`src/pkg/sadc_pkg.sv`:
```
// constants shared by the converter control core, its pin synchroniser and its result fifo
// assumes a single 100 MHz clock (mclk) and a synchronous active-high reset (rst)
package sadc_pkg;

  // result and bus widths
  localparam int unsigned RES_W     = 14;            // normal result bits
  localparam int unsigned OUT_W     = 15;            // result bits plus overrange bit
  localparam int unsigned OVR_BIT   = 14;            // position of overrange_data_bit
  localparam int unsigned RAW_W     = 16;            // signed code from the sar datapath
  localparam int unsigned SUM_W     = 17;            // raw plus offset, one guard bit

  // clamp values for saturation, reset values of the offset and output registers
  localparam logic [RES_W-1:0] CODE_MAX   = 14'h3fff;
  localparam logic [RES_W-1:0] CODE_MIN   = 14'h0000;
  localparam logic [OUT_W-1:0] OFFSET_RST = 15'h0000;
  localparam logic [OUT_W-1:0] DOUT_RST   = 15'h0000;

  // conversion timing: longest time, so round down
  localparam int unsigned CLK_PERIOD_NS = 10;
  localparam int unsigned CONV_TIME_NS  = 300;
  localparam int unsigned CONV_CYC      = CONV_TIME_NS / CLK_PERIOD_NS;
  localparam int unsigned CNT_W         = 5;

  // result buffering
  localparam int unsigned FIFO_DEPTH = 8;

  // synchronised control pin positions
  localparam int unsigned PIN_CONV  = 0;
  localparam int unsigned PIN_RSTN  = 1;
  localparam int unsigned PIN_CSN   = 2;
  localparam int unsigned PIN_RDN   = 3;
  localparam int unsigned PIN_WR    = 4;
  localparam int unsigned PIN_SELLO = 5;
  localparam int unsigned PIN_SELHI = 6;
  localparam int unsigned PIN_SAT   = 7;
  localparam int unsigned PIN_W     = 8;
  // idle levels of the pins: active-low ones idle high
  localparam logic [PIN_W-1:0] PIN_IDLE = 8'h0f;

  // control state machine, gray along idle -> conv -> done
  typedef enum logic [1:0] {
    SADC_IDLE = 2'b00,
    SADC_CONV = 2'b01,
    SADC_DONE = 2'b11
  } sadc_state_t;

  // operating mode from {op_select_high, op_select_low}
  typedef enum logic [1:0] {
    SADC_MODE_PAR1 = 2'b00,
    SADC_MODE_PAR2 = 2'b01,
    SADC_MODE_RSV2 = 2'b10,
    SADC_MODE_RSV3 = 2'b11
  } sadc_mode_t;

endpackage : sadc_pkg

```
`src/rtl/sadc_sync.sv`:
```
// two-flop synchroniser for a group of asynchronous pins
// assumes pins are unrelated to mclk; reset value gives each pin its idle level
module sadc_sync
  import sadc_pkg::*;
#(
  parameter int unsigned      W       = 1,
  parameter logic [W-1:0]     RST_VAL = '0
) (
  // clock and control
  input  wire logic         mclk,
  input  wire logic         rst,
  input  wire logic         ce,
  // pins in, synchronised levels out
  input  wire logic [W-1:0] async_in,
  output logic      [W-1:0] sync_out
);

  typedef struct packed {
    logic [W-1:0] meta;
    logic [W-1:0] stable;
  } sadc_sync_t;

  sadc_sync_t q;
  sadc_sync_t d;

  // first stage feeds only the second stage
  always_comb begin
    d        = q;
    d.meta   = async_in;
    d.stable = q.meta;
  end

  always_ff @(posedge mclk) begin
    if (rst) begin
      q <= '{meta: RST_VAL, stable: RST_VAL};
    end else if (ce) begin
      q <= d;
    end
  end

  assign sync_out = q.stable;

endmodule : sadc_sync

```
`src/rtl/sadc_fifo.sv`:
```
// result fifo with registered read data and valid/ready on both sides
// assumes one clock; in_ready low means full, out_valid low means empty
module sadc_fifo
  import sadc_pkg::*;
#(
  parameter int unsigned W     = OUT_W,
  parameter int unsigned DEPTH = FIFO_DEPTH
) (
  // clock and control
  input  wire logic         mclk,
  input  wire logic         rst,
  input  wire logic         ce,
  // filling side
  input  wire logic         in_valid,
  output logic              in_ready,
  input  wire logic [W-1:0] in_data,
  // draining side
  output logic              out_valid,
  input  wire logic         out_ready,
  output logic      [W-1:0] out_data
);

  localparam int unsigned AW = $clog2(DEPTH);

  typedef struct packed {
    logic [DEPTH-1:0][W-1:0] mem;
    logic [AW:0]             wp;
    logic [AW:0]             rp;
    logic [W-1:0]            rdata;
    logic                    rvalid;
  } sadc_fifo_t;

  sadc_fifo_t  q;
  sadc_fifo_t  d;
  logic [AW:0] used;
  logic [AW:0] level;
  logic        take;

  // fill level counts the word parked in the read register too,
  // otherwise the fifo would quietly hold one word more than DEPTH
  assign used     = q.wp - q.rp;
  assign level    = used + (AW+1)'(q.rvalid);
  assign in_ready = (level != (AW+1)'(DEPTH));

  // write into the store, refill the output register when it empties
  always_comb begin
    d    = q;
    take = 1'b0;
    if (in_valid && in_ready) begin
      d.mem[q.wp[AW-1:0]] = in_data;
      d.wp                = q.wp + (AW+1)'(1);
    end
    if (q.rvalid && out_ready) begin
      d.rvalid = 1'b0;
    end
    if ((used != '0) && (!q.rvalid || out_ready)) begin
      take = 1'b1;
    end
    if (take) begin
      d.rdata  = q.mem[q.rp[AW-1:0]];
      d.rvalid = 1'b1;
      d.rp     = q.rp + (AW+1)'(1);
    end
  end

  always_ff @(posedge mclk) begin
    if (rst) begin
      q <= '0;
    end else if (ce) begin
      q <= d;
    end
  end

  assign out_valid = q.rvalid;
  assign out_data  = q.rdata;

endmodule : sadc_fifo

```
`src/rtl/sadc_core.sv`:
```
// conversion control core of a 14-bit successive-approximation converter:
// convert-start, reset pin, offset word, saturation, overrange bit, busy,
// result fifo and the three-state parallel result bus
// assumes all host pins are asynchronous to mclk; sample_code comes from the
// sar datapath on mclk and is valid whenever a conversion is started
//
// Chosen here: the chip-select-and-strobe port and the placing of the registers.
module sadc_core
  import sadc_pkg::*;
(
  // clock, reset, clock enable
  input  wire logic             mclk,
  input  wire logic             rst,
  input  wire logic             ce,
  // conversion control pins
  input  wire logic             convert_start_n,
  input  wire logic             reset_n,
  input  wire logic             op_select_low,
  input  wire logic             op_select_high,
  input  wire logic             saturate_enable,
  // parallel bus strobes
  input  wire logic             cs_n,
  input  wire logic             rd_n,
  input  wire logic             write,
  // parallel data bus, bit 14 is overrange_data_bit
  input  wire logic [OUT_W-1:0] data_in,
  output logic      [OUT_W-1:0] data_out,
  output logic                  data_oe_n,
  // status pins
  output logic                  busy,
  output logic                  hold,
  // sar datapath code, two's complement, nominal range 0 .. 16383
  input  wire logic [RAW_W-1:0] sample_code
);

  // all state of the core
  typedef struct packed {
    sadc_state_t      state;
    logic [CNT_W-1:0] cnt;
    logic [RAW_W-1:0] sample;
    logic [OUT_W-1:0] offset;
    logic [OUT_W-1:0] pend;
    logic             pend_valid;
    logic [OUT_W-1:0] out_reg;
    logic             out_valid;
    logic             conv_prev;
    logic             rstn_prev;
    logic             wr_prev;
    logic             read_prev;
    logic             busy;
    logic             hold;
    logic [OUT_W-1:0] dout;
    logic             doe_n;
  } sadc_core_t;

  localparam sadc_core_t CORE_RST = '{
    state:      SADC_IDLE,
    cnt:        '0,
    sample:     '0,
    offset:     OFFSET_RST,
    pend:       '0,
    pend_valid: 1'b0,
    out_reg:    DOUT_RST,
    out_valid:  1'b0,
    conv_prev:  1'b1,
    rstn_prev:  1'b1,
    wr_prev:    1'b0,
    read_prev:  1'b0,
    busy:       1'b1,
    hold:       1'b0,
    dout:       DOUT_RST,
    doe_n:      1'b1
  };

  sadc_core_t q;
  sadc_core_t d;

  // synchronised pins
  logic [PIN_W-1:0] pins_raw;
  logic [PIN_W-1:0] pins_s;
  logic [OUT_W-1:0] din_s;

  // fifo handshakes
  logic             push;
  logic [OUT_W-1:0] push_data;
  logic             fifo_in_ready;
  logic             fifo_out_valid;
  logic [OUT_W-1:0] fifo_out_data;
  logic             fifo_out_ready;

  // decoded pin events and result arithmetic
  logic              conv_fall;
  logic              rstn_fall;
  logic              wr_fall;
  logic              read_now;
  logic              read_rise;
  sadc_mode_t        mode;
  logic              mode_two;
  logic [SUM_W-1:0]  sum;
  logic              over;
  logic              under;
  logic [RES_W-1:0]  code;
  logic [OUT_W-1:0]  result;

  // gather the control pins for one synchroniser bank
  assign pins_raw[PIN_CONV]  = convert_start_n;
  assign pins_raw[PIN_RSTN]  = reset_n;
  assign pins_raw[PIN_CSN]   = cs_n;
  assign pins_raw[PIN_RDN]   = rd_n;
  assign pins_raw[PIN_WR]    = write;
  assign pins_raw[PIN_SELLO] = op_select_low;
  assign pins_raw[PIN_SELHI] = op_select_high;
  assign pins_raw[PIN_SAT]   = saturate_enable;

  sadc_sync #(
    .W       (PIN_W),
    .RST_VAL (PIN_IDLE)
  ) u_pin_sync (
    .mclk     (mclk),
    .rst      (rst),
    .ce       (ce),
    .async_in (pins_raw),
    .sync_out (pins_s)
  );

  // data bus is only sampled on a write, still it crosses like any pin
  sadc_sync #(
    .W       (OUT_W),
    .RST_VAL ('0)
  ) u_data_sync (
    .mclk     (mclk),
    .rst      (rst),
    .ce       (ce),
    .async_in (data_in),
    .sync_out (din_s)
  );

  // results wait here until the output register is free for them
  sadc_fifo #(
    .W     (OUT_W),
    .DEPTH (FIFO_DEPTH)
  ) u_result_fifo (
    .mclk      (mclk),
    .rst       (rst),
    .ce        (ce),
    .in_valid  (push),
    .in_ready  (fifo_in_ready),
    .in_data   (push_data),
    .out_valid (fifo_out_valid),
    .out_ready (fifo_out_ready),
    .out_data  (fifo_out_data)
  );

  // the output register takes a new word only once the last one was read
  assign fifo_out_ready = ~q.out_valid;

  // edges seen on synchronised levels only
  assign conv_fall = q.conv_prev & ~pins_s[PIN_CONV];
  assign rstn_fall = q.rstn_prev & ~pins_s[PIN_RSTN];
  assign wr_fall   = q.wr_prev & ~pins_s[PIN_WR] & ~pins_s[PIN_CSN];
  assign read_now  = ~pins_s[PIN_CSN] & ~pins_s[PIN_RDN];
  assign read_rise = q.read_prev & ~read_now;

  // mode decode; unused codes behave as the first parallel mode
  assign mode     = sadc_mode_t'({pins_s[PIN_SELHI], pins_s[PIN_SELLO]});
  assign mode_two = (mode == SADC_MODE_PAR2);

  // offset correction with one guard bit, both operands sign-extended
  assign sum   = {q.sample[RAW_W-1], q.sample}
               + {{(SUM_W-OUT_W){q.offset[OUT_W-1]}}, q.offset};
  assign under = sum[SUM_W-1];
  assign over  = ~sum[SUM_W-1] & (|sum[SUM_W-2:RES_W]);

  // clipping forces all ones or all zeros; without it the low bits wrap
  always_comb begin
    code = sum[RES_W-1:0];
    if (pins_s[PIN_SAT] && over) begin
      code = CODE_MAX;
    end else if (pins_s[PIN_SAT] && under) begin
      code = CODE_MIN;
    end
  end

  // overrange flag rides above the normal result bits
  assign result = {over | under, code};

  // next-state logic for the whole core
  always_comb begin
    d         = q;
    push      = 1'b0;
    push_data = q.pend;

    // edge detectors follow the synchronised pins
    d.conv_prev = pins_s[PIN_CONV];
    d.rstn_prev = pins_s[PIN_RSTN];
    d.wr_prev   = pins_s[PIN_WR];
    d.read_prev = read_now;

    // host capture of the offset word on the write fall
    if (wr_fall) begin
      d.offset = din_s;
    end

    // a finished read frees the output register for the next result
    if (q.out_valid && read_rise) begin
      d.out_valid = 1'b0;
    end
    if (fifo_out_valid && !q.out_valid) begin
      d.out_reg   = fifo_out_data;
      d.out_valid = 1'b1;
    end

    // bus drives the output register only while both strobes are low
    d.doe_n = ~read_now;
    d.dout  = q.out_reg;

    if (!pins_s[PIN_RSTN]) begin
      // reset pin low: abort, stay idle, refuse every start
      d.state      = SADC_IDLE;
      d.cnt        = '0;
      d.pend_valid = 1'b0;
      d.busy       = 1'b1;
      d.hold       = 1'b0;
      if (rstn_fall) begin
        d.offset = OFFSET_RST;
      end
    end else begin
      unique case (q.state)
        SADC_IDLE: begin
          // a start needs room for the word it may push
          if (conv_fall && fifo_in_ready) begin
            if (mode_two && q.pend_valid) begin
              push         = 1'b1;
              push_data    = q.pend;
              d.pend_valid = 1'b0;
            end
            d.sample = sample_code;
            d.hold   = 1'b1;
            d.busy   = 1'b0;
            d.cnt    = CNT_W'(CONV_CYC - 1);
            d.state  = SADC_CONV;
          end
        end
        SADC_CONV: begin
          if (q.cnt == '0) begin
            d.hold = 1'b0;
            if (mode_two) begin
              // second mode: result parked until the next start
              d.pend       = result;
              d.pend_valid = 1'b1;
              d.busy       = 1'b1;
              d.state      = SADC_IDLE;
            end else begin
              d.state = SADC_DONE;
            end
          end else begin
            d.cnt = q.cnt - CNT_W'(1);
          end
        end
        SADC_DONE: begin
          // first mode: busy rises only once the result is latched;
          // a full fifo stalls here rather than drop a result
          push      = 1'b1;
          push_data = result;
          if (fifo_in_ready) begin
            d.busy  = 1'b1;
            d.state = SADC_IDLE;
          end
        end
      endcase
    end
  end

  // single state register, frozen while ce is low
  always_ff @(posedge mclk) begin
    if (rst) begin
      q <= CORE_RST;
    end else if (ce) begin
      q <= d;
    end
  end

  // every output straight from the state register
  assign data_out  = q.dout;
  assign data_oe_n = q.doe_n;
  assign busy      = q.busy;
  assign hold      = q.hold;

endmodule : sadc_core

```
`config.mk`:
```
export PLATFORM = sky130hd
export DESIGN_NAME = sadc_core
export DESIGN_NICKNAME = d
export VERILOG_FILES = /design/src/pkg/sadc_pkg.sv /design/src/rtl/sadc_sync.sv /design/src/rtl/sadc_fifo.sv /design/src/rtl/sadc_core.sv
export SDC_FILE = /design/constraint.sdc
export NUM_CORES = 1
export LEC_CHECK = 0
export BUFFER_PORTS_ARGS = -buffer_cell sky130_fd_sc_hd__clkbuf_2
export CAP_MARGIN = 20
export CORE_AREA = 10 10 195 197
export DETAILED_ROUTE_END_ITERATION = 8
export DIE_AREA = 0 0 205 207
export GPL_TIMING_DRIVEN = 0
export PLACE_DENSITY = 0.55
export RECOVER_POWER = 100
export SETUP_SLACK_MARGIN = 0.02
export SYNTH_ARGS = -nofsm -noshare
export SYNTH_HDL_FRONTEND = slang
export SYNTH_HIERARCHICAL = 1
export SYNTH_SLANG_ARGS = --single-unit
export TNS_END_PERCENT = 5
```
`constraint.sdc`:
```
create_clock -name mclk -period 4.6 [get_ports mclk]
set_input_delay 0.92 -clock mclk [delete_from_list [all_inputs] [get_ports mclk]]
set_output_delay 0.92 -clock mclk [all_outputs]
set_load 0.005 [all_outputs]
```
==> results.cfg <==
[power_and_ir_drop]
seqPwrFrac = 0.424
p_leak_nw = 6.55
combPwrFrac = 0.162
p_clk_frac = 0.414
ir_worst_vdd_mv = 0.250
p_per_area_mw_per_mm2 = 403
p_sw_mw = 1.67
switching_share = 0.269
power.internal_mw = 4.55

[layout]
postLayoutCoreUtil = 0.453
multi_input_area_mm2 = 0.00692
nets = 1565
syn_to_final_growth_pct = 14.5
register_area_mm2 = 0.00565
drive_gt1_frac = 0.149
diodes = 0
n_fill_cell = 3305

[logic_synthesis]
ys_ff_latch = 282
synthFlopType = dfxtp_1
synth_cells = 1386
yosysMostFrequentCell = dfxtp_1
ys_top_cells_by_count = dfxtp_1 (282), mux2i_1 (191), nand2b_1 (149)
seq_area_frac_synth = 0.419
synth_area_leader_cell = dfxtp_1
synth_area_leaders = dfxtp_1 (42%), mux2i_1 (14%), nand2b_1 (6.9%), mux4_2 (5.0%), a21oi_1 (3.5%)
syn_area_per_cell_um2 = 9.73
syn_area_mm2 = 0.0135
ys_async_sr_fraction = 0
ys.warnings.count = 6
netlist.area_leader.share = 0.419
synth_edf_count = 0
synth_nets = 1457
synth_cell_types = 77

[clocking]
cts_buffers = 31
cts.sinks = 282
cts_buffer_depth = 3
cts.htree.levels = 1
clkSlewWorstSetupHoldPaths_ns = 0.06
root_buffer = clkbuf_16
cts_tree = built
clk_latency_ns = 0.57

[floorplanning]
coreArea_mm2 = 0.0341
die_h_um = 207
dieArea_mm2 = 0.0424
initial_utilization = 0.395
num_rows = 68
io_pins = 60
dieWidth_um = 205

[timing]
fin_worst_skew_ns = 0.0227
fmax_ghz = 0.227
tns_ns = 0
relSlewSlack = 0.408
worst_pin_slew_ns = 0.879
hold_viol = 0
hold_ws_ns = 0.453
post-route-period-util = 0.956
slew_viol_final = 0
timing.final.crit_period_ns = 4.40
setup_viol = 0
rsz0062_at_grt = false

[job]
maxCapViolations = 0

[setup_path]
crit_path_start_kind = register
r2r-end = u_result_fifo/q[27]
cp_max_fo = 10
r2r_slack_ns = 0.20
cp.required_ns = 5.08
ff2ff_path_depth = 20
r2r-start = u_result_fifo/q[17]
cp-startpoint = u_result_fifo/q[17]
crit_type = register to register
end_kind = register
worstPathArrival_ns = 4.88

[drt]
drt_iter0_markers = 477
first_pass_iters = 5
via_count = 9882
drc = 0
wl_mm = 33.8
drtAntennaViolNets = 0
avgViaCountPerCell = 5.01
routed_wire_length_per_instance_um = 17.1

[outcome]
outcome = complete, no violations

[global_routing]
top_usage_layer = met2
grt_pass1_vias = 9927
gr-usage-met3 = 0.0183
grt_pass1_wl_mm = 53.5
gr-usage-all-layers = 0.153
overflow = 0
grt_max_degree = 20
grt_use_met1 = 0.200
grt_util_met2 = 0.259
antenna_found_initial = 0

[placed_design]
dp_hpwl_mm = 24.4
portBuffers = 58
gp_congestion = 0.828

[worst_hold_path]
holdPathEnd = q[65]
hp-start = u_data_sync/sync_out[11]
hold_path_class = register to register
holdPathStages = 2
power by group through the flow:
| stage | clock [mW] | sequential [mW] | combinational (mW) |
|---|---|---|---|
| floorplan | 0 | 2.67 | 0.794 |
| finish | 2.58 | 2.64 | 1.01 |
| CTS | 2.64 | 2.64 | 1.02 |
| global route | 2.73 | 2.66 | 1.11 |
| detailed placement | 0 | 2.69 | 1.02 |
| global placement | 0 | 2.69 | 1.00 |
worst max-delay path by stage:
stage,cells past startpoint,endpoint
6_report,20,u_result_fifo/q[27]
4_1_cts,20,u_result_fifo/q[66]
3_3_place_gp,20,u_result_fifo/q[94]
2_1_floorplan,20,u_result_fifo/q[58]
3_5_place_dp,20,u_result_fifo/q[95]
5_1_grt,20,u_result_fifo/q[55]
placed cells by master (no fill, tap or decap), drive strengths merged, types with 3 or more instances in the layout:
master / n
a211o: 9
a211oi: 6
a21oi: 94
a22oi: 3
a311oi: 29
a31oi: 16
and2b: 5
and3: 6
buf: 67
bufinv: 5
clkbuf: 187
clkinv: 8
dfxtp: 282
ha: 27
inv: 25
mux2: 5
mux2i: 191
mux4: 30
nand2: 122
nand2b: 149
nand3: 14
nor2: 120
nor2b: 12
nor3: 10
o2111a: 3
o211ai: 3
o21a: 6
o21ai: 30
xnor2: 7
xor2: 4
per-layer routing:
metal  up-vias  routed length [um]
li1       5008                   -
met1      4696               15700
met2       135               16200
met3        43                 960
met4         0                 948
met5         -                   0
what timing repair did:
action,in CTS,in global routing
pin swaps,0,1
resized for setup,5,18
setup endpoints to repair,138,64
setup buffers,0,16
hold buffers,0,0
cloned,0,2
registers in the layout, indices dropped and copies added, names as in the netlist:
signal                   count
data_oe_n                    1
u_result_fifo/out_valid      1
u_data_sync/d               15
u_pin_sync/d                 8
q                           59
u_pin_sync/sync_out          8
d                           15
hold                         1
data_out                    15
u_result_fifo/q            128
u_data_sync/sync_out        15
busy                         1
u_result_fifo/out_data      15
critical path, stage by stage, from the launching register on:
cell and delay [ns]:
dfxtp_1 0.34, clkbuf_4 0.19, buf_8 0.16, inv_1 0.09, fa_1 0.54, ha_1 0.23
xor2_1 0.15, or3_1 0.32, clkbuf_4 0.18, buf_6 0.16, or2_2 0.34, and3b_1 0.19
and2_2 0.22, a31oi_1 0.20, nor3_2 0.10, nor2b_1 0.15, nand2b_1 0.10, nor2_1 0.05
o21ai_2 0.18, clkbuf_4 0.24, mux2i_1 0.17
metrics by stage:
| step | setup WS [ns] | total power [mW] | std cells | area [um2] |
|---|---|---|---|---|
| after floorplan | 0.384 | 3.46 | 1386 | 13500 |
| after global placement | -0.594 | 3.70 | 1899 | 14300 |
| after detailed placement | -0.663 | 3.71 | 1899 | 14300 |
| after CTS | 0.0516 | 6.30 | 1955 | 15400 |
| after global routing | 0.0326 | 6.50 | 1973 | 15400 |
| final | 0.203 | 6.23 | 1973 | 15400 |
final cells by class:
class / count / share of cell area
flip-flops and latches: 282 / 0.366
well taps: 455 / 0.0369
clock buffers: 42 / 0.0542
multi-input cells: 944 / 0.448
clock inverters: 15 / 0.0139
repair buffers: 76 / 0.0277
plain buffers: 136 / 0.0478
inverters: 23 / 0.00559
logic make-up (layout without fill, tap and decap cells):
logic type	Yosys count	count (layout)	share of synthesized area
compound gates	217	217	0.111
xor+xnor	12	12	0.00947
fa+ha+maj	29	29	0.0280
buf+inv	160	292	0.0663
flops	282	282	0.419
mux	226	226	0.196
simple gates	460	460	0.170
(Power assumes the default switching activity.)
